$ cat src/verilog/alu_pkg.sv
// Purpose: shared constants for the complement and decimal adjust datapath
// Assumes: 8-bit data, single clock
// Notes: opcode codes are local to this block
`default_nettype none
package alu_pkg;
	localparam int unsigned DATA_W = 8; // data byte width
	localparam int unsigned NIB_W = 4; // nibble width
	localparam logic [3:0] NIB_MAX = 4'h9; // largest decimal digit
	localparam logic [3:0] NIB_FIX = 4'h6; // per-nibble correction
	localparam logic [7:0] FIX_NONE = 8'h00; // no correction
	localparam logic [7:0] FIX_LO = 8'h06; // low nibble correction
	localparam logic [7:0] FIX_HI = 8'h60; // high nibble correction
	localparam logic [7:0] FIX_BOTH = 8'h66; // both nibbles
	localparam logic [7:0] ACC_RST = 8'h00; // accumulator reset value
	localparam logic [7:0] ZERO_BYTE = 8'h00; // all-zero result
	localparam logic FLAG_RST = 1'b0; // flag reset value
	// operation select
	typedef enum logic [1:0] {
		OP_NONE = 2'b00,
		OP_INVERT_MEM_IN_PLACE = 2'b01,
		OP_INVERT_MEM_TO_ACC = 2'b10,
		OP_DECIMAL_ADJUST_TO_MEM = 2'b11
	} alu_op_t;
endpackage : alu_pkg
`default_nettype wire

$ cat src/verilog/decimal_fix.sv
// Purpose: compute the decimal adjust correction and resulting carry
// Assumes: input is the binary sum of two packed decimal bytes
// Notes: purely combinational
`default_nettype none
module decimal_fix (
	input wire logic [7:0] acc_i,
	input wire logic half_carry_i,
	input wire logic carry_i,
	output logic [7:0] result_o,
	output logic carry_o
);
	logic fix_lo; // low nibble needs correction
	logic fix_hi; // high nibble needs correction
	logic [7:0] fix; // selected constant
	logic [8:0] sum; // widened sum for carry out

	// choose one of four constants from nibble and flag state
	always_comb begin
		fix_lo = (acc_i[3:0] > alu_pkg::NIB_MAX) || half_carry_i; // see [RULE_03]
		fix_hi = (acc_i[7:4] > alu_pkg::NIB_MAX) || carry_i; // see [RULE_04]
		unique case ({fix_hi, fix_lo})
			2'b00: fix = alu_pkg::FIX_NONE; // see [RULE_05]
			2'b01: fix = alu_pkg::FIX_LO;
			2'b10: fix = alu_pkg::FIX_HI;
			2'b11: fix = alu_pkg::FIX_BOTH;
		endcase
		sum = {1'b0, acc_i} + {1'b0, fix};
		result_o = sum[7:0];
		// carry kept once set so multi-byte chains work; set on carry out of bit 7 of the corrected sum
		carry_o = carry_i | sum[8]; // see [RULE_06]
	end
endmodule : decimal_fix
`default_nettype wire

$ cat src/verilog/compl_bcd_alu.sv
// Purpose: datapath for in-place invert, invert to accumulator, decimal adjust
// Assumes: memory read data valid in the cycle op_valid_i is high
// Notes: one operation per cycle; flags and accumulator held locally
//
// Overview of operation
// [RULE_01] invert memory byte in place, zero flag only
// [RULE_02] inverted memory byte into accumulator, set zero
// [RULE_03] low nibble over 9 or half-carry: add 6
// [RULE_04] high nibble over 9 or carry: add 6
// [RULE_05] correction is 00H, 06H, 60H or 66H
// [RULE_06] decimal adjust changes only carry, sets on overflow
// [RULE_07] decimal adjust writes result to memory only
// [RULE_08] zero flag set when result byte is zero
`default_nettype none
module compl_bcd_alu (
	input wire logic clk_sys_i,
	input wire logic sys_rst_i,
	input wire logic op_valid_i,
	input wire logic [1:0] op_sel_i,
	input wire logic [7:0] mem_rdata_i,
	input wire logic acc_load_i,
	input wire logic [7:0] acc_load_data_i,
	input wire logic flags_load_i,
	input wire logic carry_load_i,
	input wire logic half_carry_load_i,
	input wire logic zero_load_i,
	output logic mem_we_o,
	output logic [7:0] mem_wdata_o,
	output logic [7:0] accumulator_o,
	output logic carry_flag_o,
	output logic half_carry_flag_o,
	output logic zero_flag_o
);
	alu_pkg::alu_op_t op; // decoded operation
	logic [7:0] inv; // inverted memory byte
	logic [7:0] dec_res; // adjusted byte
	logic dec_carry; // adjusted carry
	logic [7:0] acc_q, acc_d; // accumulator
	logic c_q, c_d; // carry flag
	logic ac_q, ac_d; // half carry flag
	logic z_q, z_d; // zero flag
	logic we_q, we_d; // memory write strobe
	logic [7:0] wd_q, wd_d; // memory write data

	assign op = alu_pkg::alu_op_t'(op_sel_i);
	assign inv = ~mem_rdata_i;

	// correction adder
	decimal_fix u_fix (
		.acc_i(acc_q),
		.half_carry_i(ac_q),
		.carry_i(c_q),
		.result_o(dec_res),
		.carry_o(dec_carry)
	);

	// next-state for accumulator, flags and memory write
	always_comb begin
		acc_d = acc_q;
		c_d = c_q;
		ac_d = ac_q;
		z_d = z_q;
		we_d = 1'b0;
		wd_d = wd_q;
		// outside load from the rest of the core (other instructions)
		if (acc_load_i) begin
			acc_d = acc_load_data_i;
		end
		if (flags_load_i) begin
			c_d = carry_load_i;
			ac_d = half_carry_load_i;
			z_d = zero_load_i;
		end
		if (op_valid_i) begin
			unique case (op)
				alu_pkg::OP_NONE: begin
				end
				alu_pkg::OP_INVERT_MEM_IN_PLACE: begin
					we_d = 1'b1; // see [RULE_01]
					wd_d = inv;
					z_d = (inv == alu_pkg::ZERO_BYTE); // see [RULE_08]
				end
				alu_pkg::OP_INVERT_MEM_TO_ACC: begin
					acc_d = inv; // see [RULE_02]
					z_d = (inv == alu_pkg::ZERO_BYTE); // see [RULE_08]
				end
				alu_pkg::OP_DECIMAL_ADJUST_TO_MEM: begin
					we_d = 1'b1; // see [RULE_07]
					wd_d = dec_res;
					c_d = dec_carry; // see [RULE_06]
				end
			endcase
		end
	end

	// register state
	always_ff @(posedge clk_sys_i) begin
		if (sys_rst_i) begin
			acc_q <= alu_pkg::ACC_RST;
			c_q <= alu_pkg::FLAG_RST;
			ac_q <= alu_pkg::FLAG_RST;
			z_q <= alu_pkg::FLAG_RST;
			we_q <= 1'b0;
			wd_q <= alu_pkg::ZERO_BYTE;
		end else begin
			acc_q <= acc_d;
			c_q <= c_d;
			ac_q <= ac_d;
			z_q <= z_d;
			we_q <= we_d;
			wd_q <= wd_d;
		end
	end

	assign mem_we_o = we_q;
	assign mem_wdata_o = wd_q;
	assign accumulator_o = acc_q;
	assign carry_flag_o = c_q;
	assign half_carry_flag_o = ac_q;
	assign zero_flag_o = z_q;
endmodule : compl_bcd_alu
`default_nettype wire

$ cat config.mk
export PLATFORM = sky130hd
export DESIGN_NAME = compl_bcd_alu
export DESIGN_NICKNAME = d
export VERILOG_FILES = /design/src/verilog/alu_pkg.sv /design/src/verilog/decimal_fix.sv /design/src/verilog/compl_bcd_alu.sv
export SDC_FILE = /design/constraint.sdc
export NUM_CORES = 1
export LEC_CHECK = 0
export BUFFER_PORTS_ARGS = -buffer_cell sky130_fd_sc_hd__buf_2
export CAP_MARGIN = 5
export CORE_MARGIN = 4
export CORE_UTILIZATION = 49
export CTS_CLUSTER_DIAMETER = 150
export DETAILED_ROUTE_END_ITERATION = 8
export PLACE_DENSITY = 0.89
export SLEW_MARGIN = 30
export SYNTH_ARGS = -nofsm -noshare
export SYNTH_HDL_FRONTEND = slang
export SYNTH_HIERARCHICAL = 1
export SYNTH_SLANG_ARGS = --single-unit
$ cat constraint.sdc
create_clock -name clk_sys_i -period 2.45 [get_ports clk_sys_i]
set_input_delay 0.245 -clock clk_sys_i [delete_from_list [all_inputs] [get_ports clk_sys_i]]
set_output_delay 0.245 -clock clk_sys_i [all_outputs]
set_load 0.05 [all_outputs]
==> results.toml <==
[outcome]
outcome = "completed"

[cts]
cts_root_buf = "clkbuf_4"
cts-htree-levels = 1
insertion_delay_ns = 0.30
clk_pin_slew_ns = 0.11
cts_tree = "done"
cts_buffer_depth = 2
cts.sinks = 20
cts_buffers = 3

[synthesis]
ys_types = 40
synthTopCellsByArea = "dfxtp_1 31%, a211oi_1 11%, a211oi_2 5.9%, ha_1 4.9%, nor2_1 4.7%"
netlist_instances = 141
synthArstFlopShare_pct = 0
ys_seq_area_share_pct = 31.43
synth_area_per_cell_sq_um = 9.033
yosysWarningCount = 6
yosysTopAreaCell = "dfxtp_1"
synth_fp_nets = 173
yosysMostFrequentCell = "dfxtp_1"
synth.top_cell.area_share_pct = 31.43
synth_edf_count = 0
synth_common_cells = "20 x dfxtp_1, 19 x a211oi_1, 16 x nor2_1"
synth.cell_area_sq_mm = 0.001274
synth_seq_cells = 20
synth_ff_type = "dfxtp_1"

[pwr]
p_comb_share_pct = 32.8
seqPwrFrac_pct = 47.3
total_power_uw = 788.1
p_clk_share_pct = 19.9
power_density_mw_per_mm2 = 520.6
peakVddDrop_uv = 411.6
p_int_uw = 494.7
swShare_pct = 37.22
leakage_uw = 0.0006924
switchingPower_uw = 293.4

[layout]
drive_above_1_share_pct = 40.33
final_core_util_pct = 61.11
n_antenna_cell = 0
final_nets = 215
areaGrowthSynthToFinish_pct = 18.86

[sta]
slew_violations = 0
period_minus_slack_ns = 2.355
fmax_mhz = 424.6
max_slew_margin_pct = 60.36
tightest_slew_ns = 0.5946
postLayoutSetupSlackWorst_ns = 0.09505
finalHoldViolations = 0
fin_skew_ns = 0.005972
setup_viol = 0
period_share_pct = 96.12

[worst_setup_path]
crit_path_top_delay_cell = "o311ai_0"
required_ns = 2.63
max_stage_delay_ns = 0.39
crit_fanout = 5
startpoint_type = "flop"
cpLargestDelayFamily = "compound AO/OA/AOI/OAI gates"
critPathBufInv = 1
path_class = "reg -> reg"
crit_path_end_kind = "flop"
cp.arrival_ns = 2.53
path_cells = "o21ai_2, nor2b_4, inv_1, ha_1, a21o_1, nand3_1, o311ai_0, o211ai_1, and2_1, o21ai_1, a21oi_1"

[route]
wl_per_cell_um = 16.09
drtAntennaViolNets = 0
vias = 1226
drtPass1Iterations = 4
drt-vias-per-instance = 5.810
drtIter0Drc = 56
drt-total-wl_um = 3394
drc = 0

[global_route]
grt_use_total_pct = 20.22
antenna_found_initial = 0
grt_max_degree = 21
grt_pass1_wl_um = 5416
grt-ovfl-total = 0
grt_pass1_vias = 1169

[placed_design]
port_buffers = 45
gp_congestion = 0.8644
pre_cts_ws_ns = -0.01378
hpwl_um = 2474

[die]
row_count = 18
ios = 46
core-area_sq_mm = 0.002477
die_area_sq_mm = 0.003479
die_w_um = 58.99
die_height_um = 58.99
initial_core_util_pct = 51.41

[hold_path]
hp-class = "in -> reg"

[job]
maxCapViolations = 0
## placed cells by master, fill, tap and decap left out, drive strengths merged
master | Yosys | routed
a211o | 1 | 1
a211oi | 25 | 25
a21o | 2 | 2
a21oi | 10 | 10
and2 | 3 | 3
and2b | 1 | 1
and3b | 1 | 1
buf | 9 | 48
clkbuf | 2 | 3
dfxtp | 20 | 20
fa | 1 | 1
ha | 5 | 5
inv | 6 | 6
mux2 | 1 | 1
mux2i | 3 | 3
nand2 | 3 | 3
nand2b | 3 | 3
nand3 | 1 | 1
nand4 | 2 | 2
nor2 | 18 | 18
nor2b | 9 | 9
nor3b | 1 | 1
o211ai | 1 | 1
o21a | 1 | 1
o21ai | 3 | 3
o311ai | 1 | 1
o32a | 1 | 1
or2b | 1 | 1
or3 | 1 | 1
or4b | 1 | 1
xnor2 | 4 | 4
## worst paths after layout
kind	start	end	slack [ns]	cells past startpoint
worst max-delay path	accumulator_o[2]	mem_wdata_o[6]	0.1	11
worst min-delay path	mem_rdata_i[2]	accumulator_o[2]	0.15	2
worst max register to register	accumulator_o[2]	mem_wdata_o[6]	0.1	11
worst min register to register	mem_wdata_o[6]	mem_wdata_o[6]	0.48	2
## metal layers
layer  global-route usage, %  part of all wire (%)  vias to the layer above
li1                        -                     -                      589
met1                   24.29                    39                      569
met2                   34.54                    51                       50
met3                   2.832                   5.0                       18
met4                   11.00                   4.4                        0
met5                       0                     0                        -
## kinds of logic (layout without fill, tap and decap cells)
family / after synthesis / after routing / synth area share [%]
fa+ha+maj: 6 / 6 / 6.483
xor+xnor: 4 / 4 / 2.750
compound gates: 45 / 45 / 26.82
flops: 20 / 20 / 31.43
simple gates: 45 / 45 / 19.35
buf+inv: 17 / 57 / 9.921
mux: 4 / 4 / 3.242
## power by group through the flow
stage,Combinational (uW),Clock (uW),Sequential [uW]
final,259,156,373
after global routing,278,170,377
after CTS,247,159,372
after detailed placement,246,0,379
after global placement,239,0,377
after floorplan,115,0,450
## what timing repair did
action / CTS / global route
gates cloned: 0 / 0
gates resized for setup: 3 / 8
pin swaps: 0 / 3
buffers inserted: 0 / 3
setup endpoints to repair: 1 / 3
hold endpoints to repair: 0 / 0
hold buffers: 0 / 0
## stage by stage
step	hold WS, ns	area (sq um)	cells	setup TNS (ns)
2_1_floorplan	0.3364	1277	141	0
3_3_place_gp	0.4579	1436	205	0
3_5_place_dp	0.4635	1436	205	-0.01378
4_1_cts	0.1450	1465	208	0
5_1_grt	0.1480	1514	211	-0.04363
6_report	0.1548	1514	211	0
## state kept, by name, indices dropped and copies added, names as in the netlist
name / count
mem_wdata_o: 8
mem_we_o: 1
half_carry_flag_o: 1
zero_flag_o: 1
accumulator_o: 8
carry_flag_o: 1
## area by class of cell
class                           count  area (sq um)
Multi-Input combinational cell    104         774.5
Tap cell                           30         37.54
Sequential cell                    20         409.1
Fill cell                         225         963.4
Clock buffer                        3         22.52
Timing Repair Buffer               48         247.7
Inverter                            6         22.52
Power figures use the tool's default switching activity.
